**src/gpcn_pkg.sv**
```systemverilog
// Package for the GPIO port with change notification: register map,
// reset values and the per-pin drive carrier.
// Assumes a 32-bit Avalon-MM bus with byte addresses on one clock.
package gpcn_pkg;
   localparam int PIN_N = 16;
   localparam int CN_N = 24;
   localparam int ADDR_W = 5;
   localparam int DATA_W = 32;
   localparam int BE_W = 4;

   localparam logic [ADDR_W-1:0] OFS_DIR = 5'h00;
   localparam logic [ADDR_W-1:0] OFS_PORT = 5'h04;
   localparam logic [ADDR_W-1:0] OFS_LATCH = 5'h08;
   localparam logic [ADDR_W-1:0] OFS_CN_EN = 5'h0c;
   localparam logic [ADDR_W-1:0] OFS_CN_PU = 5'h10;
   localparam logic [ADDR_W-1:0] OFS_CN_STAT = 5'h14;
   localparam logic [ADDR_W-1:0] OFS_CN_MASK = 5'h18;

   // Direction bit one means input, so every pin starts undriven
   localparam logic [DATA_W-1:0] RST_DIR = 32'hffff_ffff;
   localparam logic [DATA_W-1:0] RST_ZERO = 32'h0000_0000;

   localparam int SCL_BIT = 2;
   localparam int SDA_BIT = 3;

   typedef struct packed {
      logic [PIN_N-1:0] value;
      logic [PIN_N-1:0] oe_n;
   } gpcn_drive_t;
endpackage

```
**src/gpcn_port.sv**
```systemverilog
// GPIO port with direction, latch, pin readback, peripheral takeover,
// two-wire bus direction override and change notification interrupts.
// Assumes pins and peripheral signals are synchronous to clk, and that
// clk is kept running while the device sleeps.
//
// Added by the designer: the address map and register access over Avalon-MM.
`timescale 1ns/1ps

module gpcn_port #(
   parameter int PIN_W = gpcn_pkg::PIN_N,
   parameter int CN_W = gpcn_pkg::CN_N
) (
   input wire logic clk,
   input wire logic reset_n,
   input wire logic [gpcn_pkg::ADDR_W-1:0] address,
   input wire logic read,
   input wire logic write,
   input wire logic [gpcn_pkg::BE_W-1:0] byteenable,
   input wire logic [gpcn_pkg::DATA_W-1:0] writedata,
   output logic [gpcn_pkg::DATA_W-1:0] readdata,
   output logic waitrequest,
   input wire logic [PIN_W-1:0] pin_in,
   output gpcn_pkg::gpcn_drive_t pin_drive,
   input wire logic [PIN_W-1:0] periph_en,
   input wire gpcn_pkg::gpcn_drive_t periph_drive,
   input wire logic i2c_mode,
   input wire logic i2c_scl_oe_n,
   input wire logic i2c_sda_oe_n,
   input wire logic sleep,
   input wire logic [CN_W-1:0] change_notify_input,
   output logic [CN_W-1:0] pullup_en,
   output logic irq
);
   import gpcn_pkg::*;

   logic [PIN_W-1:0] dir;
   logic [PIN_W-1:0] latch;
   logic [CN_W-1:0] cn_en;
   logic [CN_W-1:0] cn_stat;
   logic [CN_W-1:0] cn_mask;
   logic [PIN_W-1:0] pin_meta;
   logic [PIN_W-1:0] pin_sync;
   logic [CN_W-1:0] cn_meta;
   logic [CN_W-1:0] cn_sync;
   logic [CN_W-1:0] cn_prev;
   logic [CN_W-1:0] cn_change;
   logic [CN_W-1:0] cn_clear;
   logic [CN_W-1:0] next_cn_stat;
   logic req;
   logic wr_go;
   gpcn_drive_t next_drive;

   // Byte-lane merge of a write into a register of any width up to 32
   function automatic logic [DATA_W-1:0] merge(input logic [DATA_W-1:0] old_v,
                                                input logic [DATA_W-1:0] new_v,
                                                input logic [BE_W-1:0] be);
      logic [DATA_W-1:0] res;
      res = old_v;
      for (int i = 0; i < BE_W; i++) begin
         if (be[i]) begin
            res[i*8 +: 8] = new_v[i*8 +: 8];
         end
      end
      return res;
   endfunction

   function automatic logic [DATA_W-1:0] widen_pin(input logic [PIN_W-1:0] v);
      logic [DATA_W-1:0] res;
      res = RST_ZERO;
      res[PIN_W-1:0] = v;
      return res;
   endfunction

   function automatic logic [DATA_W-1:0] widen_cn(input logic [CN_W-1:0] v);
      logic [DATA_W-1:0] res;
      res = RST_ZERO;
      res[CN_W-1:0] = v;
      return res;
   endfunction

   // Byte-lane merge narrowed back to the register's own width
   function automatic logic [PIN_W-1:0] merge_pin(input logic [PIN_W-1:0] old_v,
                                                  input logic [DATA_W-1:0] new_v,
                                                  input logic [BE_W-1:0] be);
      logic [DATA_W-1:0] res;
      res = merge(widen_pin(old_v), new_v, be);
      return res[PIN_W-1:0];
   endfunction

   function automatic logic [CN_W-1:0] merge_cn(input logic [CN_W-1:0] old_v,
                                                input logic [DATA_W-1:0] new_v,
                                                input logic [BE_W-1:0] be);
      logic [DATA_W-1:0] res;
      res = merge(widen_cn(old_v), new_v, be);
      return res[CN_W-1:0];
   endfunction

   assign req = read | write;
   // A write lands only at the edge where the master sees waitrequest low
   assign wr_go = write & ~waitrequest;

   // One wait cycle per access: waitrequest drops for exactly one cycle
   always_ff @(posedge clk) begin
      if (!reset_n) begin
         waitrequest <= 1'b1;
      end else if (req && waitrequest) begin
         waitrequest <= 1'b0;
      end else begin
         waitrequest <= 1'b1;
      end
   end

   // Read data captured in the first cycle and held through the answer
   always_ff @(posedge clk) begin
      if (!reset_n) begin
         readdata <= RST_ZERO;
      end else if (read && waitrequest) begin
         unique case (address)
            OFS_DIR: readdata <= widen_pin(dir);
            OFS_PORT: readdata <= widen_pin(pin_sync);
            OFS_LATCH: readdata <= widen_pin(latch);
            OFS_CN_EN: readdata <= widen_cn(cn_en);
            OFS_CN_PU: readdata <= widen_cn(pullup_en);
            OFS_CN_STAT: readdata <= widen_cn(cn_stat);
            OFS_CN_MASK: readdata <= widen_cn(cn_mask);
            default: readdata <= RST_ZERO;
         endcase
      end
   end

   always_ff @(posedge clk) begin
      if (!reset_n) begin
         dir <= RST_DIR[PIN_W-1:0];
      end else if (wr_go && address == OFS_DIR) begin
         dir <= merge_pin(dir, writedata, byteenable);
      end
   end

   // Port and latch writes share the latch
   always_ff @(posedge clk) begin
      if (!reset_n) begin
         latch <= RST_ZERO[PIN_W-1:0];
      end else if (wr_go && (address == OFS_PORT || address == OFS_LATCH)) begin
         latch <= merge_pin(latch, writedata, byteenable);
      end
   end

   always_ff @(posedge clk) begin
      if (!reset_n) begin
         cn_en <= RST_ZERO[CN_W-1:0];
         pullup_en <= RST_ZERO[CN_W-1:0];
         cn_mask <= RST_ZERO[CN_W-1:0];
      end else if (wr_go) begin
         if (address == OFS_CN_EN) begin
            cn_en <= merge_cn(cn_en, writedata, byteenable);
         end
         if (address == OFS_CN_PU) begin
            pullup_en <= merge_cn(pullup_en, writedata, byteenable);
         end
         if (address == OFS_CN_MASK) begin
            cn_mask <= merge_cn(cn_mask, writedata, byteenable);
         end
      end
   end

   // Two-flop synchronisers; only the second stage is looked at
   always_ff @(posedge clk) begin
      if (!reset_n) begin
         pin_meta <= RST_ZERO[PIN_W-1:0];
         pin_sync <= RST_ZERO[PIN_W-1:0];
         cn_meta <= RST_ZERO[CN_W-1:0];
         cn_sync <= RST_ZERO[CN_W-1:0];
      end else begin
         pin_meta <= pin_in;
         pin_sync <= pin_meta;
         cn_meta <= change_notify_input;
         cn_sync <= cn_meta;
      end
   end

   // Sampling runs on every cycle, sleep does not gate it
   always_ff @(posedge clk) begin
      if (!reset_n) begin
         cn_prev <= RST_ZERO[CN_W-1:0];
      end else begin
         cn_prev <= cn_sync;
      end
   end

   // Mismatch against previous sample on enabled inputs
   assign cn_change = (cn_sync ^ cn_prev) & cn_en;
   assign cn_clear = (wr_go && address == OFS_CN_STAT) ?
                     merge_cn(RST_ZERO[CN_W-1:0], writedata, byteenable) : RST_ZERO[CN_W-1:0];
   // Set beats clear so an edge during the clearing write is kept
   assign next_cn_stat = (cn_stat & ~cn_clear) | cn_change;

   // Sticky flags, write one to clear
   always_ff @(posedge clk) begin
      if (!reset_n) begin
         cn_stat <= RST_ZERO[CN_W-1:0];
      end else begin
         cn_stat <= next_cn_stat;
      end
   end

   always_ff @(posedge clk) begin
      if (!reset_n) begin
         irq <= 1'b0;
      end else begin
         irq <= |(next_cn_stat & cn_mask);
      end
   end

   // Pin ownership: bus override, then peripheral, then port
   always_comb begin
      for (int i = 0; i < PIN_W; i++) begin
         next_drive.value[i] = latch[i];
         next_drive.oe_n[i] = dir[i];
         if (periph_en[i]) begin
            next_drive.value[i] = periph_drive.value[i];
            next_drive.oe_n[i] = periph_drive.oe_n[i];
         end
      end
      // Bus owns direction of clock and data pins; open-drain low
      if (i2c_mode) begin
         next_drive.value[SCL_BIT] = 1'b0;
         next_drive.oe_n[SCL_BIT] = i2c_scl_oe_n;
         next_drive.value[SDA_BIT] = 1'b0;
         next_drive.oe_n[SDA_BIT] = i2c_sda_oe_n;
      end
   end

   always_ff @(posedge clk) begin
      if (!reset_n) begin
         pin_drive.value <= RST_ZERO[PIN_W-1:0];
         pin_drive.oe_n <= RST_DIR[PIN_W-1:0];
      end else begin
         pin_drive <= next_drive;
      end
   end
endmodule

```
**config.mk**
```make
export PLATFORM = sky130hd
export DESIGN_NAME = gpcn_port
export DESIGN_NICKNAME = d
export VERILOG_FILES = /design/src/gpcn_pkg.sv /design/src/gpcn_port.sv
export SDC_FILE = /design/constraint.sdc
export NUM_CORES = 1
export LEC_CHECK = 0
export ABC_AREA = 1
export BUFFER_PORTS_ARGS = -buffer_cell sky130_fd_sc_hd__buf_2
export CAP_MARGIN = 5
export CORE_MARGIN = 3
export CORE_UTILIZATION = 25
export DETAILED_ROUTE_END_ITERATION = 6
export PLACE_DENSITY = 0.42
export SLEW_MARGIN = 20
export SYNTH_ARGS = -nofsm -noshare
export SYNTH_HDL_FRONTEND = slang
export SYNTH_SLANG_ARGS = --single-unit
```
**constraint.sdc**
```tcl
create_clock -name clk -period 3.4 [get_ports clk]
set_clock_uncertainty 0.1 [all_clocks]
set_input_delay 0.34 -clock clk [delete_from_list [all_inputs] [get_ports clk]]
set_output_delay 0.34 -clock clk [all_outputs]
set_load 0.01 [all_outputs]
```
# After elaboration in Yosys (flattened, before gate mapping)
# Cells that the tools add are included.
[word_totals]
register_bits = 298
inputBits = 137
out_inout_bits = 90
word_cells = 102
[op_classes]
n_eq_ne = 6
n_mux = 39
n_bitwise = 10
n_reduce_logical = 22
[ops]
columns = ["cell", "n"]
rows = [
  ["$pmux W24 S7", 1],
  ["$and A24 B24 Y24", 3],
  ["$mux W1", 33],
  ["$reduce_and A3 Y1", 9],
  ["$mux W24", 1],
  ["$mux W8", 3],
  ["$not A24 Y24", 1],
  ["$or A24 B24 Y24", 1],
  ["$reduce_or A24 Y1", 1],
  ["$xor A24 B24 Y24", 1],
  ["$eq A5 B5 Y1 const B", 3],
  ["$eq A5 B4 Y1 const B", 2],
  ["$reduce_and A2 Y1", 4],
  ["$eq A5 B3 Y1 const B", 1],
  ["$logic_and A1 B1 Y1", 5],
  ["$logic_not A5 Y1", 1],
  ["$mux W2", 1],
  ["$not A1 Y1", 2],
  ["$reduce_or A2 Y1", 1],
  ["$and A1 B1 Y1", 1],
  ["$logic_or A1 B1 Y1", 1],
  ["$or A1 B1 Y1", 1],
]

# Logic depth before layout (Yosys ltp)
[depth]
word_depth = 9
mapped_depth = 14
depth_no_buf = 14

# Worst setup path before layout
# No wires, ideal clock.
[synth_timing]
path_type = "input-to-reg"
startpoint = "input address[1] (netlist name)"
endpoint = "register irq"
setup_time_ns = 0.128
t_arrival_ns = 1.438
required_ns = 3.172
path_slack_ns = 1.735
stages = 13
n_path_buf = 1
path_cell_list = "nor2_1 > buf_4 > nand3_2 > nor2_4 > nand2_1 > nand2_1 > nand2_1 > nand2_1 > nand2_1 > nor2_1 > nand3_1 > nor2_1 > nor2_1"
[synth_via]
elab_chain_cells = 8
[synth_rtl]
columns = ["item", "line", "text"]
rows = [
  ["start, declared", "gpcn_port.sv:15", "input wire logic [gpcn_pkg::ADDR_W-1:0] address,"],
  ["$eq A5 B5 Y1", "gpcn_port.sv:192", "assign cn_clear = (wr_go && address == OFS_CN_STAT) ?"],
  ["$logic_and A1 B1 Y1", "gpcn_port.sv:192", ""],
  ["$mux W24", "gpcn_port.sv:192", ""],
  ["$not A24 Y24", "gpcn_port.sv:195", "assign next_cn_stat = (cn_stat & ~cn_clear) | cn_change;"],
  ["$and A24 B24 Y24", "gpcn_port.sv:195", ""],
  ["$or A24 B24 Y24", "gpcn_port.sv:195", ""],
  ["$and A24 B24 Y24", "gpcn_port.sv:210", "irq <= |(next_cn_stat & cn_mask);"],
  ["$reduce_or A24 Y1", "gpcn_port.sv:210", ""],
  ["end signal, assigned", "gpcn_port.sv:210", ""],
  ["end, declared", "gpcn_port.sv:32", "output logic irq"],
]
# Every way passes these cells.
# A chain may end at the register's enable or synchronous reset.

# Worst setup path in the final report
[layout_timing]
startpoint = "register waitrequest"
endpoint = "register irq"
[layout_via]
elab_chain_cells = 9
[layout_rtl]
columns = ["item", "line", "text"]
rows = [
  ["start, declared", "gpcn_port.sv:21", "output logic waitrequest,"],
  ["start signal, assigned", "gpcn_port.sv:105", "waitrequest <= 1'b1;"],
  ["start signal, assigned", "gpcn_port.sv:107", "waitrequest <= 1'b0;"],
  ["start signal, assigned", "gpcn_port.sv:109", "waitrequest <= 1'b1;"],
  ["$not A1 Y1", "gpcn_port.sv:100", "assign wr_go = write & ~waitrequest;"],
  ["$and A1 B1 Y1", "gpcn_port.sv:100", ""],
  ["$logic_and A1 B1 Y1", "gpcn_port.sv:192", ""],
  ["$mux W24", "gpcn_port.sv:192", ""],
  ["$not A24 Y24", "gpcn_port.sv:195", ""],
  ["$and A24 B24 Y24", "gpcn_port.sv:195", ""],
  ["$or A24 B24 Y24", "gpcn_port.sv:195", ""],
  ["$and A24 B24 Y24", "gpcn_port.sv:210", ""],
  ["$reduce_or A24 Y1", "gpcn_port.sv:210", ""],
]
# Every way passes these cells.

==> results_dict.tcl <==
set metrics [dict create \
    multi_input_area_um2 4230 \
    final_nets 1943 \
    syn-cell-area_um2 11000 \
    finalCritPeriodShare_pct 70.2 \
    gr-total-overflow 0 \
    finalSetupTns_ns 0 \
    cts_resized 0 \
    outcome "complete, no violations" \
    min_period_ns 2.39 \
    ios 227 \
    die_area_um2 46500 \
    routed_via_density 4.23 \
    synth-simple-area-share_pct 25.2 \
    cts.clk_slew.worst_paths_ns 0.06 \
    hpwl_um 25900 \
    ir_worst_vdd_uv 282 \
    area_delta_synth_final_pct 37.1 \
    cp.arrival_ns 2.67 \
    syn_avg_cell_area_um2 7.41 \
    hold_path_class "in2reg" \
    io_buffers 208 \
    cpMostUsedCell "nand2_1" \
    slowest_stage "nor2_1" \
    cp-end-kind "flip-flop" \
    clockBufferDepth 3 \
    vias 10200 \
    path_cells "inv_1 > nand2_1 > nor2_1 > nand3_1 > nand2_1 > nand2_1 > nand2_1 > nand2_1 > nor2_1 > nand3_1 > nor2_1 > nor2_1" \
    grt.total_usage_pct 15.6 \
    drive_gt1_share_pct 17.8 \
    clock-sinks 290 \
    synthTopCellsByArea "dfxtp_1 53%, nand2_1 13%, nor2_1 6.4%" \
    die_h_um 216 \
    regArea_um2 5810 \
    synth_top_area_share_pct 52.8 \
    synth_edf_count 0 \
    synth_seq_cells 290 \
    drc 0 \
    cts_buffers 36 \
    firstDrtPassIters 5 \
    yosys.cell_types.count 27 \
    yosys_warnings 0 \
    antenna_found_initial 1 \
    htree_levels 2 \
    fmaxAchievable_mhz 419 \
    grt_pass1_wl_um 57500 \
    die-width_um 216 \
    synthMuxAreaShare_pct 0.0911 \
    ctsRootBufferMaster "clkbuf_16" \
    ant_nets 0 \
    async_reset_ff_share_pct 0 \
    place.gp.congestion 0.797 \
    netlist_instances 1482 \
    power_density_nw_per_um2 530 \
    grt_setup_unrepaired "no" \
    synth_compound_area_share_pct 12.9 \
    slew_headroom_pct 43.1 \
    cp_max_fo 6 \
    synth_fa_ha_area_share_pct 0 \
    drt_iter0_markers 643 \
    synthFlopType "dfxtp_1" \
    drv_slew 0 \
    hold_viol_final 0 \
    p_total_mw 7.99 \
    crit_path_start_kind "flip-flop" \
    power_leakage_nw 7.32 \
    ys_seq_area_share_pct 52.8 \
    initial_utilization_pct 25.4 \
    required_ns 3.68 \
    synth_xor_area_share_pct 0 \
    fill_cells 4641 \
    synth_top_family_by_area "simple AND/OR/NAND/NOR gates" \
    max-cap-violations 0 \
    clk_latency_ns 0.52 \
    routedWlPerCell_um 15.4 \
    cts_tree "done" \
    synth_area_leader_cell "dfxtp_1" \
    row_count 76 \
    setup_violations 0 \
    grt_pass1_vias 9818 \
    cp_slowest_stage_delay_ns 0.61 \
    wl_um 37100 \
    worstMarginPinSlew_ns 0.852 \
    coreArea_um2 43300 \
    path_class "reg2reg" \
    grt_start_max_net_pins 61 \
]
-- routing by layer --
layer  GRT usage [%]  part of all wire [%]  routed length [um]
met1            22.3                    49               18100
met2            24.3                    43               16000
met3            2.48                   5.6                2080
met4            4.85                   2.4                 899
met5               0                     0                   0
-- final cells by class --
class | count | share of cell area [%]
repair buffers | 343 | 15.8
clock buffers | 48 | 6.89
flip-flops and latches | 290 | 38.6
diodes | 1 | 0.0166
multi-input cells | 955 | 28.1
clock inverters | 13 | 1.31
inverters | 180 | 4.49
well taps | 585 | 4.86
-- worst paths after layout --
check	start	depth (start not counted)	endpoint	slack, ns
worst max-delay path	waitrequest	12	irq	1.01
worst min-delay path	writedata[17]	3	pullup_en[17]	0.03
worst min register to register	cn_meta[2]	2	cn_sync[2]	0.31
worst max register to register	waitrequest	12	irq	1.01
-- where the power goes --
group | total (mW) | leakage [nW] | switching, mW | internal, mW
clock | 3.99 | 0.602 | 1.48 | 2.51
sequential | 3.50 | 2.36 | 0.0277 | 3.48
combinational | 0.493 | 4.36 | 0.268 | 0.225
total | 7.99 | 7.32 | 1.77 | 6.21
-- registers in the layout (all words and copies together) (netlist names) --
name and count:
pin_drive 32, cn_en 24, cn_mask 24, cn_meta 24
cn_prev 24, cn_stat 24, cn_sync 24, pullup_en 24
readdata 24, dir 16, latch 16, pin_meta 16
pin_sync 16, irq 1, waitrequest 1
-- placed cells by master, fill, tap and decap left out, types with 4 or more instances in the layout --
cell	instances
clkbuf_8	7
nand3_1	53
o21ai_0	124
o211ai_1	7
inv_2	7
buf_4	15
inv_1	173
nand2_1	377
or2_2	24
o21ai_1	8
o31ai_1	6
nor2_1	185
buf_2	207
clkbuf_1	4
nand4_1	23
dlygate4sd3_1	118
clkinv_2	5
conb_1	8
bufinv_16	5
o22ai_1	8
a21oi_1	115
nor2_2	6
clkbuf_16	37
dfxtp_1	290
-- worst max-delay path: cells and delay by family (launching register included) --
family                 cells  cell delay (ns)
and+or+nand+nor           11             1.76
buffers and inverters      1             0.06
DFF                        1             0.33
-- cells in the mapped netlist (12+ instances only) --
library cell,instances
buf_4,12
clkbuf_1,31
o21ai_0,124
a21oi_1,115
inv_1,173
nand3_1,53
nand2_1,377
nor2_1,186
dfxtp_1,290
buf_2,17
nand4_1,23
or2_2,24
-- what timing repair did --
action / CTS / global route
hold endpoints to repair: 77 / 0
hold buffers: 118 / 0
endpoints found under the setup margin: 0 / 0
buffers inserted: 0 / 0
-- stage by stage --
stage	std cells	hold slack (ns)	instance area (um^2)	worst slack, ns	util [%]
after detailed placement	2235	0.299	12600	0.619	29.2
after CTS	2414	0.00307	15100	0.971	34.8
after global placement	2235	0.297	12600	0.633	29.2
after floorplan	1489	0.290	11000	1.73	-
after global routing	2415	0.0183	15100	0.789	34.8
final	2415	0.0324	15100	1.01	34.8
-- logic make-up (layout without fill, tap and decap cells) --
logic type	count (synthesis)	after routing
DFF	290	290
other	1	9
AOI/OAI and AO/OA	272	272
and+or+nand+nor	674	674
buffers and inverters	244	584
muxes	1	1
No activity file was read; power rests on OpenSTA's default activity.
